`src/hw/period_timer_pkg.sv`:
```
// constants for the 8-bit period timer with postscaler
// assumes a single 100 MHz clock and no register bus (plain control ports)
package period_timer_pkg;

  localparam int unsigned CLK_PERIOD_NS = 10;           // core clock period

  // widths
  localparam int unsigned COUNT_W   = 8;                // count and period width
  localparam int unsigned POST_W    = 5;                // postscale select width
  localparam int unsigned PRE_SEL_W = 3;                // prescale select width
  localparam int unsigned PRE_CNT_W = 7;                // prescaler counter, ratio up to 1:128
  localparam int unsigned SRC_W     = 4;                // external source select width
  localparam int unsigned SRC_N     = 16;               // number of external sources

  // reset values
  localparam logic [7:0] COUNT_RST  = 8'h00;            // count after reset
  localparam logic [7:0] PERIOD_RST = 8'hff;            // period after reset
  localparam logic [4:0] POST_RST   = 5'h00;            // postscaler count after clear

  // mode field layout: bits 4:3 major mode, bits 2:0 option
  localparam int unsigned MODE_MAJOR_HI = 4;
  localparam int unsigned MODE_MAJOR_LO = 3;
  localparam int unsigned MODE_OPT_HI   = 2;
  localparam int unsigned MODE_OPT_LO   = 0;

  // major modes
  localparam logic [1:0] MAJOR_FREE = 2'h0;             // free-running period
  localparam logic [1:0] MAJOR_ONE  = 2'h1;             // one-shot
  localparam logic [1:0] MAJOR_MONO = 2'h2;             // monostable (3 behaves the same)

  // start, stop and reset options
  localparam logic [2:0] OPT_SW       = 3'h0;           // software run enable only
  localparam logic [2:0] OPT_GATE_HI  = 3'h1;           // counts while source high
  localparam logic [2:0] OPT_GATE_LO  = 3'h2;           // counts while source low
  localparam logic [2:0] OPT_RST_RISE = 3'h3;           // reset on rising edge
  localparam logic [2:0] OPT_RST_FALL = 3'h4;           // reset on falling edge
  localparam logic [2:0] OPT_RST_ANY  = 3'h5;           // reset on either edge
  localparam logic [2:0] OPT_RST_HI   = 3'h6;           // held in reset while high
  localparam logic [2:0] OPT_RST_LO   = 3'h7;           // held in reset while low

  // minimum source spacing the far side must keep, in timer clock periods
  localparam int unsigned EDGE_SPACING_TICKS = 6;
  localparam int unsigned LEVEL_HOLD_TICKS   = 3;

endpackage

```
`src/hw/tick_if.sv`:
```
// carrier between the timer core and its prescaler
// assumes both ends run on the same clock
`timescale 1ns/1ps
`default_nettype none
interface tick_if;
  logic                                  clear;   // restart the prescaler
  logic [period_timer_pkg::PRE_SEL_W-1:0] sel;     // ratio is 2**sel
  logic                                  tick;    // one-cycle prescaled tick

  modport gen (input clear, input sel, output tick);
  modport use_side (output clear, output sel, input tick);
endinterface
`default_nettype wire

```
`src/hw/tick_prescaler.sv`:
```
// programmable prescaler: one-cycle tick every 2**sel clocks
// assumes clear arrives from logic on the same clock
`timescale 1ns/1ps
`default_nettype none
module tick_prescaler (
  input  wire logic clk_i,     // core clock
  input  wire logic rstn_i,    // async reset, active low
  tick_if.gen       tk         // clear, select and tick
);
  logic [period_timer_pkg::PRE_CNT_W-1:0] cnt_q;   // divider count
  logic [period_timer_pkg::PRE_CNT_W-1:0] cnt_d;   // next divider count
  logic [period_timer_pkg::PRE_CNT_W-1:0] limit;   // last count before a tick
  logic                                   wrap;    // divider at its limit

  assign limit = period_timer_pkg::PRE_CNT_W'((32'h1 << tk.sel) - 32'h1);
  assign wrap  = (cnt_q >= limit);
  // a clear suppresses the tick so a restart always begins a full period
  assign tk.tick = wrap && !tk.clear;
  assign cnt_d = (tk.clear || wrap) ? '0 : cnt_q + 1'b1;

  // divider register
  always_ff @(posedge clk_i or negedge rstn_i) begin
    if (!rstn_i) begin
      cnt_q <= '0;
    end else begin
      cnt_q <= cnt_d;
    end
  end
endmodule
`default_nettype wire

```
`src/hw/period_timer.sv`:
```
// 8-bit period timer with prescaler, postscaler and hardware gate or reset
// assumes software strobes are one-cycle pulses on clk_i and ext sources are asynchronous
`timescale 1ns/1ps
`default_nettype none
// Behaviour
// free-running, one-shot and monostable modes with options
// count advances once per prescaled tick
// match flags postscaler; count clears next tick
// gate options freeze count while gate inactive
// reset options clear count by level or edge
// software reads and writes count and period
// reset gives count zero, period all ones
// count or control write clears pre/postscalers
// external reset event clears pre/postscalers
// match restarts count and advances postscaler
// postscaler hit gives one-tick pulse, then clears
// one-shot drops run enable at first match
// one-shot postscale other than zero is useless
// monostable halts at match; external event restarts
// five-bit mode field, separate source select
// source keeps six-tick spacing, three-tick levels
// external triggers ignored during debug freeze
// halted timer holds count, pulse stays low
module period_timer (
  input  wire logic                                      clk_i,                        // core clock
  input  wire logic                                      rstn_i,                       // async reset, active low
  input  wire logic                                      count_wr_i,                   // software write of count
  input  wire logic [period_timer_pkg::COUNT_W-1:0]      count_wdata_i,                // value written to count
  input  wire logic                                      period_wr_i,                  // software write of period
  input  wire logic [period_timer_pkg::COUNT_W-1:0]      period_wdata_i,               // value written to period
  input  wire logic                                      ctrl_wr_i,                    // control register write
  input  wire logic                                      ctrl_run_enable_i,            // run enable written
  input  wire logic [period_timer_pkg::PRE_SEL_W-1:0]    ctrl_prescale_i,              // prescale select written
  input  wire logic [period_timer_pkg::POST_W-1:0]       ctrl_postscale_select_i,      // postscale select written
  input  wire logic [4:0]                                mode_i,                       // mode and option
  input  wire logic [period_timer_pkg::SRC_W-1:0]        ext_reset_source_select_i,    // source chooser
  input  wire logic [period_timer_pkg::SRC_N-1:0]        ext_sources_i,                // candidate sources
  input  wire logic                                      debug_freeze_i,               // debugger freeze
  output logic [period_timer_pkg::COUNT_W-1:0]           period_count_o,               // count readback
  output logic [period_timer_pkg::COUNT_W-1:0]           period_match_value_o,         // period readback
  output logic                                           run_enable_o,                 // run enable readback
  output logic                                           halted_o,                     // monostable halt state
  output logic                                           postscaled_period_pulse_o     // postscaled pulse
);

  // edge of interest for the selected reset option
  function automatic logic edge_hit(input logic [2:0] opt, input logic rise, input logic fall);
    edge_hit = ((opt == period_timer_pkg::OPT_RST_RISE) && rise) ||
               ((opt == period_timer_pkg::OPT_RST_FALL) && fall) ||
               ((opt == period_timer_pkg::OPT_RST_ANY)  && (rise || fall));
  endfunction

  // control state
  logic                                   run_q, run_d;          // run enable
  logic                                   halt_q, halt_d;        // monostable stop
  logic [period_timer_pkg::PRE_SEL_W-1:0] pre_sel_q;             // prescale select
  logic [period_timer_pkg::POST_W-1:0]    post_sel_q;            // postscale select
  logic [period_timer_pkg::COUNT_W-1:0]   count_q, count_d;      // timer count
  logic [period_timer_pkg::COUNT_W-1:0]   period_q;              // period value
  logic [period_timer_pkg::POST_W-1:0]    post_q, post_d;        // postscaler count
  logic                                   pulse_q, pulse_d;      // postscaled pulse

  // three-stage synchroniser; only stage two and three are compared
  logic                                   src_s1_q;              // first stage, feeds s2 only
  logic                                   src_s2_q;              // second stage
  logic                                   src_s3_q;              // third stage
  logic                                   src_lvl_q;             // accepted level
  logic                                   src_new;               // accepted level next

  // mode decode
  logic [1:0]                             major;                 // major mode
  logic [2:0]                             opt;                   // option
  logic                                   ext_live;              // triggers honoured
  logic                                   rise, fall;            // accepted edges
  logic                                   gate_ok;               // gate allows counting
  logic                                   lvl_rst;               // level reset active
  logic                                   edge_rst;              // edge reset event
  logic                                   ext_rst;               // any external reset
  logic                                   running;               // timer may count
  logic                                   tick;                  // prescaled tick
  logic                                   step;                  // tick that counts
  logic                                   match;                 // count equals period
  logic                                   post_hit;              // postscaler at select

  tick_if tk ();                                                 // prescaler carrier

  tick_prescaler u_pre (
    .clk_i  (clk_i),
    .rstn_i (rstn_i),
    .tk     (tk)
  );

  // a change counts once stages two and three agree
  assign src_new  = (src_s2_q == src_s3_q) ? src_s3_q : src_lvl_q;
  assign major    = mode_i[period_timer_pkg::MODE_MAJOR_HI:period_timer_pkg::MODE_MAJOR_LO];
  assign opt      = mode_i[period_timer_pkg::MODE_OPT_HI:period_timer_pkg::MODE_OPT_LO];
  assign ext_live = !debug_freeze_i;
  assign rise     = ext_live && src_new && !src_lvl_q;
  assign fall     = ext_live && !src_new && src_lvl_q;

  // gate freezes counting while inactive; debug freeze forces the gate off
  assign gate_ok  = (opt == period_timer_pkg::OPT_GATE_HI) ? (src_lvl_q && ext_live) :
                    (opt == period_timer_pkg::OPT_GATE_LO) ? (!src_lvl_q && ext_live) : 1'b1;
  assign lvl_rst  = ext_live && (((opt == period_timer_pkg::OPT_RST_HI) && src_lvl_q) ||
                                 ((opt == period_timer_pkg::OPT_RST_LO) && !src_lvl_q));
  assign edge_rst = edge_hit(opt, rise, fall);
  assign ext_rst  = lvl_rst || edge_rst;

  // prescaler restarts on count write, control write or external reset
  assign tk.clear = count_wr_i || ctrl_wr_i || ext_rst;
  assign tk.sel   = pre_sel_q;
  assign tick     = tk.tick;

  assign running  = run_q && !halt_q;
  assign step     = tick && running && gate_ok && !ext_rst;
  assign match    = (count_q == period_q);
  assign post_hit = (post_q == post_sel_q);

  // next count: software write wins, then external reset, then counting
  always_comb begin
    count_d = count_q;
    if (count_wr_i) begin
      count_d = count_wdata_i;
    end else if (ext_rst) begin
      count_d = period_timer_pkg::COUNT_RST;
    end else if (step) begin
      count_d = match ? period_timer_pkg::COUNT_RST : count_q + 1'b1;
    end
  end

  // postscaler and its pulse; a clear wipes both
  always_comb begin
    post_d  = post_q;
    pulse_d = pulse_q;
    if (tk.clear || !running) begin
      post_d  = period_timer_pkg::POST_RST;
      pulse_d = 1'b0;
    end else if (step) begin
      pulse_d = 1'b0;                     // pulse drops at the next counting tick unless that tick hits again
      if (match) begin
        if (post_hit) begin
          post_d  = period_timer_pkg::POST_RST;
          pulse_d = 1'b1;
        end else begin
          post_d  = post_q + 1'b1;
        end
      end
    end
  end

  // run enable and monostable halt
  always_comb begin
    run_d  = run_q;
    halt_d = halt_q;
    if (step && match) begin
      case (major)
        period_timer_pkg::MAJOR_FREE: begin
          halt_d = halt_q;
        end
        period_timer_pkg::MAJOR_ONE: begin
          run_d = 1'b0;     // stays off until software cycles it
        end
        default: begin
          halt_d = 1'b1;    // monostable keeps run enable set
        end
      endcase
    end
    if (edge_rst && (major != period_timer_pkg::MAJOR_FREE) && (major != period_timer_pkg::MAJOR_ONE)) begin
      halt_d = 1'b0;        // external event restarts a stopped monostable
    end
    if (ctrl_wr_i) begin
      run_d  = ctrl_run_enable_i;   // software write takes priority
      halt_d = 1'b0;
    end
  end

  // synchroniser stages
  always_ff @(posedge clk_i or negedge rstn_i) begin
    if (!rstn_i) begin
      src_s1_q  <= 1'b0;
      src_s2_q  <= 1'b0;
      src_s3_q  <= 1'b0;
      src_lvl_q <= 1'b0;
    end else begin
      src_s1_q  <= ext_sources_i[ext_reset_source_select_i];
      src_s2_q  <= src_s1_q;
      src_s3_q  <= src_s2_q;
      src_lvl_q <= src_new;
    end
  end

  // control fields
  always_ff @(posedge clk_i or negedge rstn_i) begin
    if (!rstn_i) begin
      run_q      <= 1'b0;
      halt_q     <= 1'b0;
      pre_sel_q  <= '0;
      post_sel_q <= '0;
    end else begin
      run_q  <= run_d;
      halt_q <= halt_d;
      if (ctrl_wr_i) begin
        pre_sel_q  <= ctrl_prescale_i;
        post_sel_q <= ctrl_postscale_select_i;
      end
    end
  end

  // count, period and postscaler
  always_ff @(posedge clk_i or negedge rstn_i) begin
    if (!rstn_i) begin
      count_q  <= period_timer_pkg::COUNT_RST;
      period_q <= period_timer_pkg::PERIOD_RST;
      post_q   <= period_timer_pkg::POST_RST;
      pulse_q  <= 1'b0;
    end else begin
      count_q <= count_d;
      post_q  <= post_d;
      pulse_q <= pulse_d;
      if (period_wr_i) begin
        period_q <= period_wdata_i;
      end
    end
  end

  // readback straight from flip-flops
  assign period_count_o            = count_q;
  assign period_match_value_o      = period_q;
  assign run_enable_o              = run_q;
  assign halted_o                  = halt_q;
  assign postscaled_period_pulse_o = pulse_q;

endmodule
`default_nettype wire

```
`config.mk`:
```
export PLATFORM = sky130hd
export DESIGN_NAME = period_timer
export DESIGN_NICKNAME = d
export VERILOG_FILES = /design/src/hw/period_timer_pkg.sv /design/src/hw/tick_if.sv /design/src/hw/tick_prescaler.sv /design/src/hw/period_timer.sv
export SDC_FILE = /design/constraint.sdc
export NUM_CORES = 1
export LEC_CHECK = 0
export BUFFER_PORTS_ARGS = -buffer_cell sky130_fd_sc_hd__buf_2
export CAP_MARGIN = 0
export CORE_MARGIN = 8
export CORE_UTILIZATION = 50
export CTS_CLUSTER_DIAMETER = 120
export DETAILED_ROUTE_END_ITERATION = 8
export HOLD_SLACK_MARGIN = 0.15
export PLACE_DENSITY = 0.74
export RECOVER_POWER = 50
export SYNTH_ARGS = -nofsm -noshare
export SYNTH_HDL_FRONTEND = slang
export SYNTH_SLANG_ARGS = --single-unit
```
`constraint.sdc`:
```
create_clock -name clk_i -period 3 [get_ports clk_i]
set_input_delay 0.45 -clock clk_i [delete_from_list [all_inputs] [get_ports clk_i]]
set_output_delay 0.45 -clock clk_i [all_outputs]
set_load 0.05 [all_outputs]
```
==> impl_results.md, run 1 <==
* Final min period at between 2 and 3 ns
* FMAX at 391 MHz
* Share of the synthesized area in the top cell type at 34.7%
* Via density at 5.44
* Syn Inst Count at about 230
* Die Wd at between 80 and 90 um
* Area of the multi-input gates at 1390 um^2
* Pint at around 1.1 mW
* Final Non-Filler Cells at approximately 380
* Core area at approximately 5000 um^2
* Most common cell in the netlist: dfrtp_1
* Leak pwr at approximately 1.4 nW
* Final nets at 374
* Ratio of cells with drive above 1 in the final layout at between 30% and 40%
* Layout Utilization at about 62%
* Final critical-path share of the clock period at between 80 and 90%
* Row cnt at 26
* Initial DRC Count at 72
* Synth cell types at 51
* Setup TNS at 0 ns
* RSZ-0062 raised after global routing: false
* VDD IR max at roughly 0.29 mV
* Wire length per cell at around 15 um
* Routed Antenna Nets at 0
* Register bit count reported by yosys at between 40 and 50
* # clock sinks at 43
* Yosys Warn Count at 0
* Slew HR at -49.2%
* Dpl ws at roughly 0.45 ns
* Switching pwr at 0.461 mW
* Die area at between 7000 and 8000 um^2
* Register Area at ~1100 um^2
* Placed wire-length estimate at about 4400 um
* CP startpoint kind: flop
* TritonCTS clock tree: built
* Clock Skew at about 0.011 ns
* Layout area overhead at 22.5%
* First-pass GRT wire length at between 9000 and 10000 um
* H-tree depth at 2
* Largest net degree at the start of global routing at between 40 and 50
* Initial antenna violation count at 0
* Total CTS buffers at 5
* Net Count, Synth at about 300
* Crit path max fanout at 11
* Failing checks: capacitance limit, slew limit
* Post-synth EDFFs at 0
* Seq/Total Area, Yosys at 43.1%
* Final Hold Viols at 0
* Reg clk slew, reported paths at approximately 0.080 ns
* Port buffer count at 74
* Buffer count from post-CTS setup fixing at 0
* Clk_lat worst skew at around 0.3 ns
* Dpl cells at 371
* Post-CTS resize count at 0
* Pwr dens at around 510 nW/um^2
* Synth Area per Inst at approximately 11 um^2
* CP Data Required Time at 3.18 ns
* Seq pwr share at between 40% and 50%
* Clock Path Buffers at 2
* RePlAce Congestion at 0.837
* Asr flop ratio synth at 100%
* Pins Over Slew Limit at 44
* Clk pwr share at between 30% and 40%
* Final Routed Wirelength at around 5600 um
* Ports at 75
* Logic pwr share at between 20% and 30%
* Status: finished with violations
* Post-Syn Area at about 2500 um^2
* Slew @ Worst Pin at between 2 and 2.5 ns
* Max Cap Viol at 1
* Final WS setup at approximately 0.44 ns
* Gr ovfl total at 0
* Final Power at between 1.5 and 2 mW
* Top post-synthesis cells by count: 35 x dfrtp_1, 20 x nor2_1, 18 x nand2_1
* Vias in the first global route at 2132
* Synth area leaders: dfrtp_1 35%, dfstp_2 8.3%, mux2_2 6.7%
* Die extent in y at between 80 and 90 um
* Post-CTS Hold Buffers at 0
* Hold Crit Class: flop to flop
* Clk root buf: clkbuf_8
* WS Path Type: flop to flop
* # DRC at 0
* Via count at 2062
* Antenna cells at 0
* Switching share of power at between 20 and 30%
* Ys flop type: dfrtp_1
* Starting Density at 50.7%
* Worst Path Arrival at ~2.7 ns
* Total GRT Usage at between 15 and 20%
* First drt pass iteration count at 4
* Endpoints failing setup at 0
* Fill count at between 400 and 500
* CP Capture Type: flop
* Leading area contributor after synthesis: dfrtp_1
==> area by class of cell <==
class                   instances  share of cell area [%]
clock buffers                   6                    2.35
flip-flops and latches         43                    35.2
inverters                       5                   0.608
repair buffers                 75                    12.1
multi-input cells             178                    45.0
clock inverters                 2                    1.94
well taps                      70                    2.84
==> placed cells by master (no fill, tap or decap), drive strengths merged, types with 2 or more instances in the layout <==
master   synthesis  routed
clkbuf           3       9
inv              5       5
ha              10      10
nand3            8       8
buf              3      72
nor2            21      21
a2bb2oi          2       2
or3              2       2
bufinv           0       2
nand4            5       5
nand2b           2       2
nor3b            7       7
dfrtp           35      35
and3             7       7
o211a            4       4
a21oi           11      11
a31oi            2       2
or4              2       2
mux4             5       5
and2             2       2
xnor2           16      16
mux2            15      15
xor2             4       4
a221o            5       5
nor2b            3       3
o21ai           10      10
dfstp            8       8
nand2           18      18
==> sequential cells by signal, indices dropped and copies added, names as in the netlist, 3 cells and up <==
register and count:
period_count_o 8, period_match_value_o 8, post_q 5, post_sel_q 5, pre_sel_q 3, u_pre.cnt_q 7
==> kinds of logic after synthesis <==
kind of cell	synth area share, %
AO/OA/AOI/OAI	14.1
XOR/XNOR	6.95
flip-flops	43.1
multiplexers	11.2
buffers and inverters	1.84
adder cells (fa/ha/maj)	4.96
AND/OR/NAND/NOR	17.9
==> path summary, 6_finish.rpt <==
path	startpoint	endpoint	slack [ns]	cells past startpoint
worst max-delay path	pre_sel_q[1]$_DFFE_PN0P_	period_count_o[0]$_DFFE_PN0P_	0.44	8
worst min-delay path	src_s1_q$_DFF_PN0_	src_s2_q$_DFF_PN0_	0.36	0
worst max register to register	pre_sel_q[1]$_DFFE_PN0P_	period_count_o[0]$_DFFE_PN0P_	0.44	8
worst min register to register	src_s1_q$_DFF_PN0_	src_s2_q$_DFF_PN0_	0.36	0
max in group asynchronous	rstn_i	u_pre.cnt_q[3]$_DFF_PN0_	0.91	1
min in group asynchronous	rstn_i	run_enable_o$_DFFE_PN0P_	0.81	1
==> worst max-delay path, cell delays in order (launching register included) <==
cell      delay, ns
dfrtp_1        0.44
or3_1          0.39
ha_1           0.26
nand2b_1       0.14
a31oi_1        0.26
o21bai_4       0.15
nand2_1        0.30
nor2_1         0.17
a221o_1        0.32
==> power groups by stage <==
| stage | combinational [mW] | sequential, mW | clock, mW |
|---|---|---|---|
| floorplan | 0.170 | 0.778 | 0 |
| global placement | 0.357 | 0.699 | 0 |
| detailed placement | 0.364 | 0.702 | 0 |
| CTS | 0.364 | 0.690 | 0.541 |
| global route | 0.391 | 0.699 | 0.570 |
| finish | 0.359 | 0.690 | 0.530 |
==> per-stage QoR <==
| step | hold slack (ns) | instance area, um^2 |
|---|---|---|
| finish | 0.360 | 3090 |
| global route | 0.364 | 3090 |
| CTS | 0.324 | 3090 |
| detailed placement | 0.345 | 2960 |
| global placement | 0.335 | 2960 |
| floorplan | 0.154 | 2520 |
==> per-layer routing <==
layer	routed length, um	global-route usage (%)
met5	0	0
met4	57	4.69
met3	458	5.47
met1	2630	19.6
met2	2480	25.3
Note: power is estimated with default switching activity, not from simulation.
==> run 2, diff against run 1 <==
--- a/config.mk
+++ b/config.mk
@@ -12,7 +12,7 @@
 export CTS_CLUSTER_DIAMETER = 120
 export DETAILED_ROUTE_END_ITERATION = 8
 export HOLD_SLACK_MARGIN = 0.15
-export PLACE_DENSITY = 0.74
+export PLACE_DENSITY = 0.78
 export RECOVER_POWER = 50
 export SYNTH_ARGS = -nofsm -noshare
 export SYNTH_HDL_FRONTEND = slang
==> run 2 against run 1 <==
The flow still finishes with violations (capacitance limit, slew limit). Wire length increased by 1.1%. Global-route usage hardly changed. Non-clock buffer count unchanged. Clock-buffer cell count grew 1. Via count rose by 2.1%. Final area decreased by 1.7%. Clock power is 33% lower. Final cell count unchanged. Combinational power is essentially flat. Critical path type unchanged. Largest cell class unchanged. Largest power group unchanged.
==> impl_results.md, run 2 (synthesis gave the netlist of run 1 again) <==
* Status: finished with violations (unchanged)
* Failing checks: capacitance limit, slew limit (unchanged)
* CP Data Required Time at 3.18 ns (about the same)
* CP Capture Type: flop (unchanged)
* Dpl ws at 0.436 ns (was 0.446 ns)
* Max Used Layer: met4 (unchanged)
* Cells on worst reg2reg path at 8 (unchanged)
* Switching share of power at 32.3% (was 29.2%)
* Pint at 0.949 mW (was 1.12 mW)
* Routed Antenna Nets at 0 (unchanged)
* Worst Hold End: src_s2_q$_DFF_PN0_ (unchanged)
* Final min period at 2.58 ns (was 2.56 ns)
* Total CTS buffers at 5 (unchanged)
* Final Power at 1.40 mW (was 1.58 mW)
* Post-CTS resize count at 0 (unchanged)
* Placed wire-length estimate at 4510 um (was 4430 um)
* Initial antenna violation count at 0 (unchanged)
* Final nets at 374 (unchanged)
* H-tree depth at 2 (unchanged)
* Gr ovfl total at 0 (unchanged)
* Starting Density at 50.7% (unchanged)
* Max Cap Viol at 1 (unchanged)
* Clk root buf: clkbuf_8 (unchanged)
* Post-CTS Hold Buffers at 0 (unchanged)
* Via density at 5.55 (was 5.44)
* Slew @ Worst Pin at 2.21 ns (was 2.24 ns)
* Reg2reg end: period_count_o[2]$_DFFE_PN0P_ (was period_count_o[0]$_DFFE_PN0P_)
* Clk_lat worst skew at 0.30 ns (about the same)
* Cell depth of the worst hold path at 0 (unchanged)
* First drt pass iteration count at 4 (unchanged)
* Final critical-path share of the clock period at 86.1% (was 85.3%)
* WS Path Type: flop to flop (unchanged)
* RSZ-0062 raised after global routing: false (unchanged)
* R2r setup slk at 0.42 ns (was 0.44 ns)
* Leak pwr at 1.40 nW (was 1.42 nW)
* Setup TNS at 0 ns (unchanged)
* Worst reg2reg startpoint: pre_sel_q[1]$_DFFE_PN0P_ (unchanged)
* Met2 wire len at 2610 um (was 2480 um)
* Ports at 75 (unchanged)
* Final Hold Viols at 0 (unchanged)
* # clock sinks at 43 (unchanged)
* Wire length per cell at 15.0 um (was 14.8 um)
* TritonCTS clock tree: built (unchanged)
* Antenna cells at 0 (unchanged)
* Crit path max fanout at 11 (unchanged)
* Vias in the first global route at 2234 (was 2132)
* Reg clk slew, reported paths at 0.08 ns (about the same)
* Buffer count from post-CTS setup fixing at 0 (unchanged)
* Via count at 2105 (was 2062)
* Slew HR at -47.5% (was -49.2%)
* Dpl cell area at 2960 um^2 (unchanged)
* Final Cell Area at 3040 um^2 (was 3090 um^2)
* Final Routed Wirelength at 5680 um (was 5620 um)
* Initial DRC Count at 54 (was 72)
* Routed wl met3 at 425 um (was 458 um)
* Die extent in y at 87.0 um (unchanged)
* Worst Path Arrival at 2.76 ns (was 2.73 ns)
* VDD IR max at 0.408 mV (was 0.291 mV)
* Core area at 4980 um^2 (unchanged)
* Seq pwr share at 49.3% (was 43.7%)
* First-pass GRT wire length at 9650 um (was 9610 um)
* Ratio of cells with drive above 1 in the final layout at 37.2% (unchanged)
* Pwr dens at 462 nW/um^2 (was 511 nW/um^2)
* RePlAce Congestion at 0.815 (was 0.837)
* Port buffer count at 74 (unchanged)
* Endpoints failing setup at 0 (unchanged)
* Final WS setup at 0.416 ns (was 0.442 ns)
* Hold Crit Class: flop to flop (unchanged)
* Switching pwr at 0.454 mW (was 0.461 mW)
* Total GRT Usage at 15.9% (was 15.8%)
* Clock Path Buffers at 2 (unchanged)
* Largest net degree at the start of global routing at 44 (unchanged)
* Most common cell after layout, fill and taps aside: buf_2 (unchanged)
* Clock Skew at 0.00609 ns (was 0.0113 ns)
* Row cnt at 26 (unchanged)
* Die area at 7570 um^2 (unchanged)
* Min-delay src: src_s1_q$_DFF_PN0_ (unchanged)
* Logic pwr share at 25.5% (was 22.7%)
* FMAX at 387 MHz (was 391 MHz)
* Pins Over Slew Limit at 44 (unchanged)
* Die Wd at 87.0 um (unchanged)
* Layout area overhead at 20.4% (was 22.5%)
* Clk pwr share at 25.2% (was 33.6%)
* CP startpoint kind: flop (unchanged)
* Met1 Wirelength at 2560 um (was 2630 um)
* # DRC at 0 (unchanged)
* Commonest cells after routing, fill and taps aside: 71 x buf_2, 35 x dfrtp_1, 20 x nor2_1 (unchanged)
==> run 2: metal layers <==
layer  track usage (%)  vias to the layer above
met5                 0                        -
li1                  -                     1013
met1              19.3                     1003
met3              5.19                        9
met4              5.16                        0
met2              25.9                       80
==> run 2: power groups by stage <==
stage / Clock [mW] / Combinational [mW] / Sequential, mW
5_1_grt: 0.390 / 0.391 / 0.699
2_1_floorplan: 0 / 0.170 / 0.778
6_report: 0.354 / 0.358 / 0.691
4_1_cts: 0.361 / 0.363 / 0.691
3_5_place_dp: 0 / 0.362 / 0.701
3_3_place_gp: 0 / 0.356 / 0.700
==> run 2: per-stage QoR <==
step / utilization (%) / hold slack (ns) / std cells
after floorplan: - / 0.154 / 232
after global placement: 59.5 / 0.335 / 371
after detailed placement: 59.5 / 0.339 / 371
after CTS: 61.1 / 0.319 / 379
after global routing: 61.0 / 0.352 / 379
final: 61.0 / 0.355 / 379
==> run 2: worst max-delay path: stages (launching register included) <==
cell	delay, ns
dfrtp_1	0.44
or3_1	0.40
ha_1	0.27
nand2b_1	0.13
a31oi_1	0.27
o21bai_4	0.15
nand2_1	0.30
nor2_1	0.17
a221o_1	0.33
==> run 2: worst max-delay path by stage <==
| stage | end | start | slack, ns |
|---|---|---|---|
| final | period_count_o[2]$_DFFE_PN0P_ | pre_sel_q[1]$_DFFE_PN0P_ | 0.42 |
| after detailed placement | period_count_o[2]$_DFFE_PN0P_ | pre_sel_q[1]$_DFFE_PN0P_ | 0.44 |
| after global placement | period_count_o[5]$_DFFE_PN0P_ | pre_sel_q[1]$_DFFE_PN0P_ | 0.51 |
| after CTS | period_count_o[2]$_DFFE_PN0P_ | pre_sel_q[1]$_DFFE_PN0P_ | 0.42 |
| after global routing | post_q[3]$_DFFE_PN0P_ | pre_sel_q[1]$_DFFE_PN0P_ | 0.27 |
| after floorplan | post_q[3]$_DFFE_PN0P_ | pre_sel_q[1]$_DFFE_PN0P_ | 0.66 |
==> run 2: layout make-up <==
type	instances	area (um^2)
clock buffer	7	76.3
sequential	43	1090
fill	451	1940
inverter	5	18.8
clock inverter	1	5.00
timing repair buffer	75	374
multi-input combinational	178	1390
tap	70	87.6
==> run 3, diff against run 2 <==
--- a/config.mk
+++ b/config.mk
@@ -5,14 +5,16 @@
 export SDC_FILE = /design/constraint.sdc
 export NUM_CORES = 1
 export LEC_CHECK = 0
+export ABC_AREA = 1
 export BUFFER_PORTS_ARGS = -buffer_cell sky130_fd_sc_hd__buf_2
 export CAP_MARGIN = 0
 export CORE_MARGIN = 8
-export CORE_UTILIZATION = 50
+export CORE_UTILIZATION = 42
 export CTS_CLUSTER_DIAMETER = 120
 export DETAILED_ROUTE_END_ITERATION = 8
 export HOLD_SLACK_MARGIN = 0.15
-export PLACE_DENSITY = 0.78
+export MAX_ROUTING_LAYER = met4
+export PLACE_DENSITY = 0.66
 export RECOVER_POWER = 50
 export SYNTH_ARGS = -nofsm -noshare
 export SYNTH_HDL_FRONTEND = slang
==> run 3 against run 2 <==
The run still ends with capacitance limit, slew limit left. Non-clock buffer count shrank 1. Clock power is 49% higher. Wire length rose by 14%.
==> impl_results.md, run 3 <==
* Status: finished with violations (unchanged)
* Failing checks: capacitance limit, slew limit (unchanged)
* Seq/Total Area, Yosys at 39.4% (was 43.1%)
* Final nets at 505 (was 374)
* Setup TNS at 0 ns (unchanged)
* Routed Antenna Nets at 0 (unchanged)
* Switching pwr at 0.587 mW (was 0.454 mW)
* Ys flop type: dfrtp_1 (unchanged)
* Dpl cell area at 3190 um^2 (was 2960 um^2)
* CP Data Required Time at 2.94 ns (was 3.18 ns)
* Most common cell in the netlist: nand2_1 (was dfrtp_1)
* Final critical-path share of the clock period at 69.9% (was 86.1%)
* Row cnt at 29 (was 26)
* Post-synth EDFFs at 0 (unchanged)
* Worst Path Arrival at 2.04 ns (was 2.76 ns)
* Pwr dens at 517 nW/um^2 (was 462 nW/um^2)
* Crit path max fanout at 43 (was 11)
* Asr flop ratio synth at 100% (unchanged)
* Worst path max stage delay at 1.56 ns (was 0.44 ns)
* Clk_lat worst skew at 0.29 ns (was 0.30 ns)
* Leading area contributor after synthesis: dfrtp_1 (unchanged)
* Endpoints failing setup at 0 (unchanged)
* Synth area leaders: dfrtp_1 32%, nand2_1 16%, dfstp_2 7.6% (was dfrtp_1 35%, dfstp_2 8.3%, mux2_2 6.7%)
* Vias in the first global route at 2531 (was 2234)
* Wire length per cell at 12.5 um (was 15.0 um)
* FMAX at 477 MHz (was 387 MHz)
* Post-synthesis xor/xnor area fraction at 4.45% (was 6.95%)
* Post-Synth Simple-Gate Area at 31.6% (was 17.9%)
* Hold Crit Class: flop to flop (unchanged)
* Reg clk slew, reported paths at 0.07 ns (was 0.08 ns)
* Total GRT Usage at 14.5% (was 15.9%)
* Post-CTS resize count at 0 (unchanged)
* Post-CTS Hold Buffers at 0 (unchanged)
* # DRC at 0 (unchanged)
* Final Hold Viols at 0 (unchanged)
* Syn Inst Count at 364 (was 232)
* Logic pwr share at 27.5% (was 25.5%)
* RePlAce Congestion at 0.837 (was 0.815)
* Cell family with most CP delay: buffers and inverters (was simple AND/OR/NAND/NOR gates)
* Die area at 9410 um^2 (was 7570 um^2)
* Pins Over Slew Limit at 44 (unchanged)
* Pint at 1.13 mW (was 0.949 mW)
* Slew @ Worst Pin at 2.23 ns (was 2.21 ns)
* Synth Area per Inst at 7.57 um^2 (was 10.9 um^2)
* Total CTS buffers at 5 (unchanged)
* Synth Area in Adders at 4.54% (was 4.96%)
* CP Cell Sequence: clkbuf_1 (was or3_1, ha_1, nand2b_1, a31oi_1, o21bai_4, nand2_1, nor2_1, a221o_1)
* Antenna cells at 0 (unchanged)
* Synth cell types at 36 (was 51)
* VDD IR max at 0.276 mV (was 0.408 mV)
* Max Cap Viol at 1 (unchanged)
* Ratio of cells with drive above 1 in the final layout at 24.3% (was 37.2%)
* Die Wd at 97.0 um (was 87.0 um)
* Most common cell after layout, fill and taps aside: nand2_1 (was buf_2)
* Buffer count from post-CTS setup fixing at 0 (unchanged)
* Net Count, Synth at 430 (was 298)
* Via density at 4.91 (was 5.55)
* CP startpoint kind: input pin (was flop)
* Commonest cells after routing, fill and taps aside: 114 x nand2_1, 71 x buf_2, 41 x inv_1 (was 71 x buf_2, 35 x dfrtp_1, 20 x nor2_1)
* Die extent in y at 97.0 um (was 87.0 um)
* WS Path Type: input pin to async pin (was flop to flop)
* Leak pwr at 1.77 nW (was 1.40 nW)
* Worst path bufs/invs at 1 (was 0)
* Gr ovfl total at 0 (unchanged)
* CP Capture Type: async pin (was flop)
* Area of the multi-input gates at 1470 um^2 (was 1390 um^2)
* Seq pwr share at 41.8% (was 49.3%)
* Synth Area in Compound Gates at 9.85% (was 14.1%)
* Core area at 6350 um^2 (was 4980 um^2)
* # clock sinks at 43 (unchanged)
* Placed wire-length estimate at 5170 um (was 4510 um)
* Register Area at 1090 um^2 (unchanged)
* Clock Path Buffers at 2 (unchanged)
* Initial DRC Count at 118 (was 54)
* TritonCTS clock tree: built (unchanged)
* Clk pwr share at 30.7% (was 25.2%)
* Top post-synthesis cells by count: 114 x nand2_1, 41 x inv_1, 35 x dfrtp_1 (was 35 x dfrtp_1, 20 x nor2_1, 18 x nand2_1)
* First drt pass iteration count at 4 (unchanged)
* First-pass GRT wire length at 11300 um (was 9650 um)
* Register bit count reported by yosys at 43 (unchanged)
* RSZ-0062 raised after global routing: false (unchanged)
* Final Cell Area at 3320 um^2 (was 3040 um^2)
* Initial antenna violation count at 0 (unchanged)
* Yosys Warn Count at 0 (unchanged)
* H-tree depth at 2 (unchanged)
* Ports at 75 (unchanged)
* Port buffer count at 74 (unchanged)
* Via count at 2541 (was 2105)
* CP max stage cell: clkbuf_1 (was dfrtp_1)
* Final Routed Wirelength at 6470 um (was 5680 um)
* Largest family of logic cells by synthesized area: simple AND/OR/NAND/NOR gates (unchanged)
* Largest net degree at the start of global routing at 44 (unchanged)
* Share of the synthesized area in the top cell type at 31.8% (was 34.7%)
* Fill count at 625 (was 451)
* Post-synthesis mux area share at 2.68% (was 11.2%)
* Slew HR at -48.9% (was -47.5%)
* Post-Syn Area at 2760 um^2 (was 2520 um^2)
* Layout area overhead at 20.4% (about the same)
* Clk root buf: clkbuf_8 (unchanged)
* Switching share of power at 34.2% (was 32.3%)
* Starting Density at 43.4% (was 50.7%)
* Final min period at 2.10 ns (was 2.58 ns)
* Clock Skew at 0.0106 ns (was 0.00609 ns)
-- run 3: cell count changes in the layout (fill, tap and decap cells not counted), sizes merged, moves of 11 or more --
| cell | delta |
|---|---|
| nand2 | +98 |
| mux2 | -12 |
| o21ai | +21 |
| nor2 | +12 |
| nand3 | +15 |
| inv | +41 |
| xnor2 | -11 |
-- run 3: cell families (layout without fill, tap and decap cells) --
kind of cell / count (synthesis) / count (layout)
and+or+nand+nor: 188 / 188
buffers and inverters: 52 / 128
AOI/OAI and AO/OA: 50 / 50
DFF: 43 / 43
xor gates and xnor gates: 14 / 14
adders and majority gates: 10 / 10
muxes: 7 / 7
-- run 3: cell type report --
cell class | instances | area share (%)
inverter | 46 | 5.20
tap | 77 | 2.90
timing repair buffer | 74 | 11.0
sequential | 43 | 32.7
multi-input combinational | 269 | 44.1
clock buffer | 6 | 2.19
clock inverter | 2 | 1.81
-- run 3: worst register-to-register path, cell delays in order, from the launching register on --
cell and delay (ns):
dfrtp_1 0.39, inv_1 0.12, nor2_1 0.07, nand2_1 0.08, nor2_1 0.07, nor2_4 0.10, nand2_1 0.09, nor2_2 0.44
nand2_1 0.27, o21ai_0 0.25, nand2_1 0.07, nand2_1 0.06
-- run 3: path summary, 6_finish.rpt --
path / slack [ns] / startpoint / depth (start not counted) / end
min in group asynchronous: 0.81 / rstn_i / 1 / post_sel_q[2]$_DFFE_PN0P_
max: 0.90 / rstn_i / 1 / u_pre.cnt_q[3]$_DFF_PN0_
min reg2reg: 0.35 / src_s1_q$_DFF_PN0_ / 0 / src_s2_q$_DFF_PN0_
min: 0.35 / src_s1_q$_DFF_PN0_ / 0 / src_s2_q$_DFF_PN0_
max reg2reg: 0.94 / src_lvl_q$_DFF_PN0_ / 11 / period_count_o[3]$_DFFE_PN0P_
max in group clk_i: 0.94 / src_lvl_q$_DFF_PN0_ / 11 / period_count_o[3]$_DFFE_PN0P_
-- run 3: metal layers --
metal / vias up / track usage, % / share of wire (%)
li1: 1317 / - / -
met4: 0 / 4.50 / 1.7
met3: 10 / 4.69 / 6.2
met1: 1136 / 18.4 / 50
met2: 78 / 21.4 / 42
met5: - / - / 0
-- run 3: per-stage QoR --
| step | worst slack [ns] | hold WS [ns] | cells | power [mW] | utilization, % |
|---|---|---|---|---|---|
| global placement | 0.932 | 0.337 | 509 | 1.20 | 50.2 |
| detailed placement | 0.901 | 0.339 | 509 | 1.21 | 50.2 |
| global route | 0.329 | 0.361 | 517 | 1.82 | 52.3 |
| finish | 0.904 | 0.354 | 517 | 1.71 | 52.3 |
| floorplan | 1.23 | 0.154 | 364 | 1.06 | - |
| CTS | 0.963 | 0.337 | 517 | 1.74 | 52.3 |
-- run 3: power groups by stage --
stage	combinational [mW]	sequential [mW]	clock (mW)
after detailed placement	0.476	0.730	0
after CTS	0.478	0.719	0.539
final	0.471	0.717	0.526
after global placement	0.470	0.728	0
after floorplan	0.229	0.831	0
after global routing	0.528	0.728	0.565
